[src/epi_pkg.sv]
// Package: register map, field layout and state record of the external pin interrupt unit
package epi_pkg;
  // Register byte offsets on the AHB-Lite bus
  localparam logic [7:0] OFS_MAIN = 8'h00;
  localparam logic [7:0] OFS_EXT  = 8'h04;
  localparam logic [7:0] OFS_ENA  = 8'h08;
  localparam logic [7:0] OFS_FLG  = 8'h0c;
  localparam logic [7:0] OFS_MSKU = 8'h10;
  localparam logic [7:0] OFS_MSKL = 8'h14;
  localparam logic [7:0] OFS_PIN  = 8'h18;
  // Enable and flag bit positions, shared by both registers
  localparam int B_S1 = 7;
  localparam int B_S0 = 6;
  localparam int B_S2 = 5;
  localparam int B_G1 = 4;
  localparam int B_G0 = 3;
  localparam logic [7:0] EVT_MASK = 8'hf8;
  // Sense field positions in the main control register and select bit of the extension register
  localparam int B_S1_HI = 3;
  localparam int B_S1_LO = 2;
  localparam int B_S0_HI = 1;
  localparam int B_S0_LO = 0;
  localparam logic [7:0] MAIN_MASK = 8'h0f;
  localparam int B_S2_SEL = 0;
  // Two-bit sense encodings of sources 0 and 1
  localparam logic [1:0] SNS_LOW  = 2'b00;
  localparam logic [1:0] SNS_ANY  = 2'b01;
  localparam logic [1:0] SNS_FALL = 2'b10;
  localparam logic [1:0] SNS_RISE = 2'b11;
  // Reset value, pin count and source count
  localparam logic [7:0] RST_REG = 8'h00;
  localparam int         N_PIN   = 19;
  localparam int         N_SRC   = 5;
  // Whole state of the unit
  typedef struct packed {
    logic [N_PIN-1:0] sy1;
    logic [N_PIN-1:0] sy2;
    logic [N_PIN-1:0] prv;
    logic             v2;
    logic [7:0]       main;
    logic             sel2;
    logic [7:0]       ena;
    logic [7:0]       flg;
    logic [7:0]       msku;
    logic [7:0]       mskl;
    logic             busy;
    logic             wr;
    logic [7:0]       addr;
    logic             hrdy;
    logic [31:0]      rdata;
    logic [N_SRC-1:0] irq;
  } epi_state_s;
endpackage : epi_pkg

[src/epi_unit.sv]
// Modules: external pin interrupt unit with AHB-Lite register slave, change-group detector
// Function
// - Source 1 sense: 00 low level, 01 any change, 10 falling, 11 rising.
// - Source 0 sense uses the same four encodings.
// - Sources 0 and 1 request only with global flag and own enable set.
// - Sources 0 and 1 sampled on the clock before edge detection.
// - Source 2 sense bit: cleared falling edge, set rising edge, no level.
// - Source 2 edges caught regardless of sense path, pulses over 50 ns.
// - Enable bit 7 gates source 1 onto its own vector.
// - Enable bit 6 gates source 0 onto its own vector.
// - Enable bit 5 gates source 2 onto its own vector.
// - Detection keeps working while a dedicated pin is driven as output.
// - Enable bit 4 gates change group 1 over upper masked inputs.
// - Enable bit 3 gates change group 0 over lower masked inputs.
// - Triggers set pending flags; vector or write-one clears; level reads zero.
// - Level mode requests continuously while the pin stays low.
// - Each mask bit and the group enable together admit a change.
// - Level detection needs no edge history; source 2 and change detection compare with the previous sample.
module epi_unit
(
  input  wire logic        I_MCLK,
  input  wire logic        I_RST,
  input  wire logic        I_HSEL,
  input  wire logic [7:0]  I_HADDR,
  input  wire logic [1:0]  I_HTRANS,
  input  wire logic        I_HWRITE,
  input  wire logic [2:0]  I_HSIZE,
  input  wire logic [31:0] I_HWDATA,
  input  wire logic        I_HREADY,
  output logic      [31:0] O_HRDATA,
  output logic             O_HREADYOUT,
  output logic             O_HRESP,
  input  wire logic        I_EXT0,
  input  wire logic        I_EXT1,
  input  wire logic        I_EXT2,
  input  wire logic [7:0]  I_CHG_UP,
  input  wire logic [7:0]  I_CHG_LO,
  input  wire logic        I_GIE,
  input  wire logic [4:0]  I_VEC_ACK,
  output logic      [4:0]  O_IRQ
);

  epi_pkg::epi_state_s q;
  epi_pkg::epi_state_s d;

  // Sense decode shared by sources 0 and 1
  function automatic logic sense_hit
  (
    input logic [1:0] mode,
    input logic       cur,
    input logic       old
  );
    logic hit;
    hit = 1'b0;
    case (mode)
      epi_pkg::SNS_LOW:  hit = 1'b0;
      epi_pkg::SNS_ANY:  hit = cur ^ old;
      epi_pkg::SNS_FALL: hit = ~cur & old;
      epi_pkg::SNS_RISE: hit = cur & ~old;
      default:           hit = 1'b0;
    endcase
    return hit;
  endfunction : sense_hit

  // Register read mux; unmapped offsets read zero
  function automatic logic [31:0] read_reg
  (
    input epi_pkg::epi_state_s s,
    input logic [7:0]          a
  );
    logic [7:0] v;
    v = 8'h00;
    case (a)
      epi_pkg::OFS_MAIN: v = s.main;
      epi_pkg::OFS_EXT:  v = {7'h00, s.sel2};
      epi_pkg::OFS_ENA:  v = s.ena;
      epi_pkg::OFS_FLG:  v = s.flg;
      epi_pkg::OFS_MSKU: v = s.msku;
      epi_pkg::OFS_MSKL: v = s.mskl;
      epi_pkg::OFS_PIN:  v = {5'h00, s.sy2[18:16]};
      default:           v = 8'h00;
    endcase
    return {24'h000000, v};
  endfunction : read_reg

  logic [1:0]  mode1;
  logic [1:0]  mode0;
  logic [18:0] cur;
  logic [18:0] old;
  logic        v_now;
  logic [7:0]  set;
  logic [7:0]  clr;
  logic [7:0]  hold;
  logic [7:0]  lvl;
  logic [7:0]  req;
  logic        wsel;
  logic [7:0]  wbyte;
  logic        grp1_hit;
  logic        grp0_hit;

  // Upper change group; one detector shape serves both groups
  epi_chg_group
  #(
    .W (8)
  )
  u_epi_chg_group_up
  (
    .i_en   (q.ena[epi_pkg::B_G1]),
    .i_cur  (q.sy2[15:8]),
    .i_old  (q.prv[15:8]),
    .i_mask (q.msku),
    .o_hit  (grp1_hit)
  );

  // Lower change group
  epi_chg_group
  #(
    .W (8)
  )
  u_epi_chg_group_lo
  (
    .i_en   (q.ena[epi_pkg::B_G0]),
    .i_cur  (q.sy2[7:0]),
    .i_old  (q.prv[7:0]),
    .i_mask (q.mskl),
    .o_hit  (grp0_hit)
  );

  // Next state of the whole unit
  always_comb
  begin
    d     = q;
    mode1 = {q.main[epi_pkg::B_S1_HI], q.main[epi_pkg::B_S1_LO]};
    mode0 = {q.main[epi_pkg::B_S0_HI], q.main[epi_pkg::B_S0_LO]};
    cur   = q.sy2;
    old   = q.prv;
    set   = 8'h00;
    clr   = 8'h00;
    hold  = 8'h00;
    lvl   = 8'h00;
    req   = 8'h00;
    wsel  = 1'b0;
    wbyte = I_HWDATA[7:0];

    // First stage takes the pins as inputs whatever their port direction
    d.sy1[18]   = I_EXT1;
    d.sy1[17]   = I_EXT0;
    d.sy1[16]   = I_EXT2;
    d.sy1[15:8] = I_CHG_UP;
    d.sy1[7:0]  = I_CHG_LO;

    // Only the second stage reads the first, so a metastable value settles
    d.sy2 = q.sy1;

    // One-sample history for the source 0 and 1 edge detectors and both change groups
    d.prv = q.sy2;

    // Edge and change detection on the sampled pins
    set[epi_pkg::B_S1] = sense_hit(mode1, cur[18], old[18]);
    set[epi_pkg::B_S0] = sense_hit(mode0, cur[17], old[17]);

    // Polarity-folded source 2: a sense change can itself fire
    v_now = q.sel2 ? cur[16] : ~cur[16];
    d.v2  = v_now;
    set[epi_pkg::B_S2] = v_now & ~q.v2;

    // Pin change groups admit masked bits only while enabled
    set[epi_pkg::B_G1] = grp1_hit;
    set[epi_pkg::B_G0] = grp0_hit;

    // Vector acknowledge clears its flag
    clr[epi_pkg::B_S1] = I_VEC_ACK[4];
    clr[epi_pkg::B_S0] = I_VEC_ACK[3];
    clr[epi_pkg::B_S2] = I_VEC_ACK[2];
    clr[epi_pkg::B_G1] = I_VEC_ACK[1];
    clr[epi_pkg::B_G0] = I_VEC_ACK[0];

    // AHB data phase completes one wait state after the address phase
    d.hrdy = 1'b1;
    if (q.busy)
    begin
      d.busy  = 1'b0;
      d.rdata = q.wr ? 32'h00000000 : read_reg(q, q.addr);
      wsel    = q.wr;
    end

    // Register writes; flag writes of one clear
    if (wsel)
    begin
      case (q.addr)
        epi_pkg::OFS_MAIN: d.main = wbyte & epi_pkg::MAIN_MASK;
        epi_pkg::OFS_EXT:  d.sel2 = wbyte[epi_pkg::B_S2_SEL];
        epi_pkg::OFS_ENA:  d.ena  = wbyte & epi_pkg::EVT_MASK;
        epi_pkg::OFS_FLG:  clr    = clr | (wbyte & epi_pkg::EVT_MASK);
        epi_pkg::OFS_MSKU: d.msku = wbyte;
        epi_pkg::OFS_MSKL: d.mskl = wbyte;
        default:           d.main = q.main;
      endcase
    end

    // New address phase, taken only while the bus shows ready on I_HREADY
    if (I_HSEL && I_HREADY && I_HTRANS[1])
    begin
      d.busy = 1'b1;
      d.hrdy = 1'b0;
      d.wr   = I_HWRITE;
      d.addr = {I_HADDR[7:2], 2'b00};
    end

    // Set wins over clear so a same-cycle event is kept
    d.flg = ((q.flg & ~clr) | set) & epi_pkg::EVT_MASK;

    // Level mode: flag held clear, live low level requests instead
    if (mode1 == epi_pkg::SNS_LOW)
    begin
      d.flg[epi_pkg::B_S1] = 1'b0;
      lvl[epi_pkg::B_S1]   = ~cur[18];
    end

    // Source 0 follows the same level rule
    if (mode0 == epi_pkg::SNS_LOW)
    begin
      d.flg[epi_pkg::B_S0] = 1'b0;
      lvl[epi_pkg::B_S0]   = ~cur[17];
    end

    // Request gating by own enable and the global flag
    hold = q.flg | lvl;
    req  = hold & q.ena & {8{I_GIE}};
    // Dedicated sources, one vector each
    d.irq[4] = req[epi_pkg::B_S1];
    d.irq[3] = req[epi_pkg::B_S0];
    d.irq[2] = req[epi_pkg::B_S2];

    // Change groups, one vector per group
    d.irq[1] = req[epi_pkg::B_G1];
    d.irq[0] = req[epi_pkg::B_G0];
  end

  // State register; pins reset low, so a pin high at release is seen as an edge later
  always_ff @(posedge I_MCLK or posedge I_RST)
  begin
    if (I_RST)
    begin
      // Pin history starts low; a pin high at release reads as an edge
      q.sy1   <= '0;
      q.sy2   <= '0;
      q.prv   <= '0;
      // Fold matches a low pin under falling-edge sense, so no false edge
      q.v2    <= 1'b1;
      // Software registers
      q.main  <= epi_pkg::RST_REG;
      q.sel2  <= 1'b0;
      q.ena   <= epi_pkg::RST_REG;
      q.flg   <= epi_pkg::RST_REG;
      q.msku  <= epi_pkg::RST_REG;
      q.mskl  <= epi_pkg::RST_REG;
      // Bus idle with ready shown
      q.busy  <= 1'b0;
      q.wr    <= 1'b0;
      q.addr  <= 8'h00;
      q.hrdy  <= 1'b1;
      q.rdata <= 32'h00000000;
      // No request until a flag or level is seen
      q.irq   <= 5'h00;
    end
    else
    begin
      q <= d;
    end
  end

  // Outputs straight from flops; the response is always OKAY
  assign O_HRDATA    = q.rdata;
  assign O_HREADYOUT = q.hrdy;
  assign O_IRQ       = q.irq;

  // Error response never raised; kept a flop so the pin stays registered
  always_ff @(posedge I_MCLK or posedge I_RST)
  begin
    if (I_RST)
    begin
      O_HRESP <= 1'b0;
    end
    else
    begin
      O_HRESP <= 1'b0;
    end
  end

endmodule : epi_unit

// Masked change detector, one per pin-change group
module epi_chg_group
#(
  parameter int W = 8
)
(
  input  wire logic         i_en,
  input  wire logic [W-1:0] i_cur,
  input  wire logic [W-1:0] i_old,
  input  wire logic [W-1:0] i_mask,
  output logic              o_hit
);

  // Toggle counts only on a masked input while the group is enabled
  assign o_hit = i_en & (|((i_cur ^ i_old) & i_mask));

endmodule : epi_chg_group

[config.mk]
export PLATFORM = sky130hd
export DESIGN_NAME = epi_unit
export DESIGN_NICKNAME = d
export VERILOG_FILES = /design/src/epi_pkg.sv /design/src/epi_unit.sv
export SDC_FILE = /design/constraint.sdc
export NUM_CORES = 1
export LEC_CHECK = 0
export BUFFER_PORTS_ARGS = -buffer_cell sky130_fd_sc_hd__clkbuf_2
export CAP_MARGIN = 20
export CORE_MARGIN = 2
export CORE_UTILIZATION = 40
export CTS_CLUSTER_SIZE = 12
export DETAILED_ROUTE_END_ITERATION = 12
export GPL_TIMING_DRIVEN = 0
export PLACE_DENSITY = 0.68
export REMOVE_ABC_BUFFERS = 1
export SLEW_MARGIN = 20
export SYNTH_ARGS = -nofsm -noshare
export SYNTH_HDL_FRONTEND = slang
export SYNTH_SLANG_ARGS = --single-unit
export TNS_END_PERCENT = 50
[constraint.sdc]
create_clock -name I_MCLK -period 3.9 [get_ports I_MCLK]
set_input_delay 0.195 -clock I_MCLK [delete_from_list [all_inputs] [get_ports I_MCLK]]
set_output_delay 0.195 -clock I_MCLK [all_outputs]
set_load 0.005 [all_outputs]
**Word level (Yosys, flattened, before mapping)**

Index checks and enable logic that the tools add are counted.

- Output and inout bits: 39
- Register bits after elaboration: 135
- Input bits: 75

- Multiplexer cells: 13
- Bitwise gates (word level): 26
- Reductions and logical operators: 12
- Eq/ne operators: 12

Operators by type and width:

| cell | count |
|---|---|
| 8-bit case mux with 7 select lines | 1 |
| 8-bit bitwise AND | 5 |
| 8-bit two-way mux | 3 |
| 8-bit bitwise OR | 3 |
| 6-bit by 3-bit == test with 1-bit output, second input constant | 3 |
| 8-bit OR reduction | 2 |
| 8-bit XOR | 2 |
| 6-bit by 2-bit == test with 1-bit output, second input constant | 2 |
| 11-bit two-way mux | 1 |
| 2-bit AND reduction | 5 |
| 2-bit == test, second input constant | 4 |
| 8-bit logical NOT | 1 |
| 8-bit inverter | 1 |
| 1-bit case mux with 4 select lines | 2 |
| 1-bit bitwise AND | 7 |
| 6-bit by 1-bit == test with 1-bit output, second input constant | 1 |
| 1-bit two-way mux | 6 |
| 1-bit inverter | 6 |
| 2-bit by 1-bit == test with 1-bit output, second input constant | 2 |
| 2-bit logical NOT | 2 |
| 1-bit logical AND | 2 |
| 1-bit XOR | 2 |

**Logic depth before layout (Yosys ltp)**

- Word-level depth: 7
- Depth in mapped cells: 7
- Mapped depth without buffers: 5

**Hierarchy**

A second synthesis with hierarchy kept.

- Cells, all modules: 328
- Area total of the unflattened synthesis: 4405.5 um^2

Modules (own cells, without submodules):

| module | cells each | area an instance (um^2) | instances | seq. area each (um^2) |
|---|---|---|---|---|
| epi_unit | 300 | 4180.3 | 1 | 2755.1 |
| epi_chg_group | 14 | 112.6 | 2 | 0.0 |

**Worst setup path before layout**

No wires, ideal clock.

- Path kind: reg-to-reg
- Start: reg q[43] (netlist name)
- End: reg q[48] (netlist name)
- Setup slack: 1969 ps
- Period minus slack after synthesis: 1931 ps
- Buffers on the path: 1
- Data required time: 3775 ps
- Library setup time: 125 ps
- Arrival: 1806 ps
- Stages on the path, launching flop included: 6
- Cell sequence: dfrtp_1 > or3_1 > buf_6 > or3_4 > nor2_4 > mux2_2

- Longest elaborated chain between the ends: 2

Ends and longest elaborated chain:

| what | RTL line | text |
|---|---|---|
| start, declared | epi_unit.sv:43 | `epi_pkg::epi_state_s q;` |
| 6-bit by 3-bit == test with 1-bit output | epi_unit.sv:190 | `case (q.addr)` |
| 2-bit AND reduction (no line) | n/a |  |

Every way passes these cells.
A chain may end at the register's enable or synchronous reset.

**Final worst setup path**

- Start: reg q[40] (netlist name)
- End: reg q[55] (netlist name)

The elaborated chain is that of the path after synthesis.

==> impl_metrics.json <==
{
  "status": "completed",
  "dieHeight_um": 109,
  "place_area_um2": 4660,
  "pwr-share-clk_pct": 34.2,
  "synthCells": 315,
  "start_util_pct": 40.7,
  "fp.dieW_um": 109,
  "rsz0062_at_grt": "false",
  "drive_above_1_share_pct": 31.8,
  "setup-violations-final": 0,
  "synthFlopType": "dfrtp_1",
  "htreeDepth": 3,
  "cts_tree": "built",
  "fillers": 948,
  "holdCritPathClass": "in2reg",
  "p_leak_nw": 2.42,
  "ios": 114,
  "power_density_nw_per_um2": 452,
  "wl_per_cell_um": 14.8,
  "seqPwrFrac_pct": 56.2,
  "synth_area_um2": 4390,
  "rows": 38,
  "design_area_um2": 5100,
  "drt-pass1-iter-count": 4,
  "nNetsFinal": 464,
  "antennaDiodeCount": 0,
  "cts_sinks": 110,
  "synth_edf_count": 0,
  "p_sw_uw": 563,
  "ant_nets": 0,
  "yosysWarnings": 0,
  "insertion_delay_ns": 0.38,
  "grt_antenna_before_repair": 0,
  "vias": 2521,
  "grt_start_max_net_pins": 77,
  "numCtsBuffers": 9,
  "viasPerCell": 4.76,
  "drc": 0,
  "async_flop_share_pct": 100,
  "grt_use_total_pct": 14.6,
  "max_slew_margin_pct": 47.7,
  "cp_slowest_stage_delay_ns": 0.86,
  "critPathCaptureType": "register",
  "areaGrowthSynthToFinish_pct": 16.2,
  "final_cell_mix": "108 x dfrtp_1, 58 x clkbuf_2, 40 x mux2_2",
  "path_max_fanout": 20,
  "fin_tns_setup_ns": 0,
  "clk_path_buf_depth": 2,
  "first_iter_violations": 93,
  "ys_ff_latch": 110,
  "tightest_slew_ns": 0.785,
  "die_area_um2": 11800,
  "io_buffers": 58,
  "dp_cells": 494,
  "worstSetupStartpointType": "register",
  "fmax_mhz": 457,
  "period_share_pct": 56.1,
  "post-cts-setup-buffers": 0,
  "yosysUniqueCellTypes": 42,
  "path_class": "reg2reg",
  "hold_viol": 0,
  "grt_pass1_wl_um": 12700,
  "gp_congestion": 0.805,
  "cap_violations": 0,
  "avgSynthCellArea_um2": 13.9,
  "slew_viol_final": 0,
  "power_frac_comb_pct": 9.6,
  "dp_hpwl_um": 5680,
  "finalNonFillerCells": 530,
  "cp_data_arrival_time_ns": 2.45,
  "cts_root_buf": "clkbuf_8",
  "period_minus_slack_ns": 2.19,
  "power.total_mw": 2.31,
  "crit_required_ns": 4.16,
  "cp.buffers_inverters": 0,
  "p_sw_share_pct": 24.4,
  "cp_top_family": "flip-flops",
  "grt_pass1_vias": 2594,
  "final.setup_skew_ns": 0.0126,
  "p_int_mw": 1.74,
  "final_common_cell": "dfrtp_1",
  "yosysSeqAreaShare_pct": 62.7,
  "routed_wirelength_um": 7830,
  "post_cts_resized": 0,
  "crit_slowest_cell": "dfrtp_1",
  "path_cells": "nand2_1 > or3_4 > nor2_4 > mux2_2",
  "clkSlewWorstSetupHoldPaths_ns": 0.09,
  "grt-ovfl-total": 0,
  "holdWs_ns": 0.0515,
  "vdd_drop_max_mv": 0.253,
  "coreArea_um2": 10800
}
## kinds of logic (layout without fill, tap and decap cells)
| logic type | Yosys count | in the layout | share of synthesized area, % |
|---|---|---|---|
| other | 1 | 25 | 0.0853 |
| buffers and inverters | 57 | 108 | 8.34 |
| and+or+nand+nor | 47 | 47 | 6.66 |
| AOI/OAI and AO/OA | 36 | 36 | 6.75 |
| adders and majority gates | 4 | 4 | 1.14 |
| muxes | 43 | 43 | 10.9 |
| DFF | 110 | 110 | 62.7 |
| xor gates and xnor gates | 17 | 17 | 3.39 |
## worst register-to-register path, delay by kind of cell (launching register included)
kind          cells  cell delay, ns
simple gates      3            0.86
mux               1            0.37
flops             1            0.86
## cell usage after synthesis, types with 3 or more instances
| master | number | area [µm²] |
|---|---|---|
| o2bb2ai_1 | 3 | 26.3 |
| and3_1 | 4 | 25.0 |
| nor2_1 | 12 | 45.0 |
| a32o_1 | 3 | 30.0 |
| dfrtp_1 | 108 | 2700 |
| nor3_1 | 3 | 15.0 |
| inv_1 | 12 | 45.0 |
| ha_1 | 4 | 50.1 |
| a22oi_1 | 13 | 97.6 |
| xor2_1 | 16 | 140 |
| mux2_2 | 40 | 450 |
| buf_4 | 38 | 285 |
| a221o_1 | 5 | 50.1 |
| mux2i_1 | 3 | 30.0 |
| nand2_1 | 12 | 45.0 |
## metrics by stage
step / setup slack, ns / utilization (%)
2_1_floorplan: 0.806 / -
3_3_place_gp: -0.251 / 42.9
3_5_place_dp: 1.69 / 43.2
4_1_cts: 1.69 / 47.3
5_1_grt: 1.60 / 47.3
6_report: 1.71 / 47.3
## cell type report
cell class | count | area (µm²) | share of cell area (%)
Clock buffer | 11 | 151 | 2.97
Clock inverter | 5 | 88.8 | 1.74
Inverter | 13 | 53.8 | 1.05
Multi-Input combinational cell | 172 | 1360 | 26.7
Sequential cell | 110 | 2760 | 54.0
Tap cell | 140 | 175 | 3.43
Timing Repair Buffer | 79 | 518 | 10.1
## final timing paths
path / from / end / slack, ns / cells after the start
setup / recovery: q[40]$_DFFE_PP0P_ / q[55]$_DFFE_PP0P_ / 1.71 / 4
hold / removal: I_HWRITE / q[46]$_DFFE_PP0P_ / 0.05 / 2
setup reg to reg: q[40]$_DFFE_PP0P_ / q[55]$_DFFE_PP0P_ / 1.71 / 4
hold reg to reg: d[119]$_DFF_PP0_ / cur[10]$_DFF_PP0_ / 0.35 / 0
max in group asynchronous: I_RST / O_HREADYOUT$_DFF_PP1_ / 2.87 / 4
min in group asynchronous: I_RST / old[9]$_DFF_PP0_ / 0.33 / 3
## flip-flops by register name, indices dropped and copies added, names as in the netlist
name	count
O_HRDATA	8
O_HREADYOUT	1
O_IRQ	5
cur	19
d	19
mode0	2
mode1	2
old	18
q	36
## power groups by stage
stage / clock [mW] / sequential [mW] / combinational (mW)
5_1_grt: 0.861 / 1.31 / 0.250
3_5_place_dp: 0 / 1.32 / 0.210
4_1_cts: 0.811 / 1.30 / 0.226
6_report: 0.788 / 1.30 / 0.222
2_1_floorplan: 0 / 1.29 / 0.144
3_3_place_gp: 0 / 1.31 / 0.199
## what timing repair did
action,CTS,global route
endpoints found under the setup margin,0,0
hold buffers,20,0
endpoints found under the hold margin,53,0
## routing by layer
layer / part of all wire (%) / track usage, %
met3: 7.3 / 5.50
met2: 49 / 23.6
met1: 43 / 18.4
met4: 1.3 / 4.21
met5: 0 / 0
(Power assumes the default switching activity.)
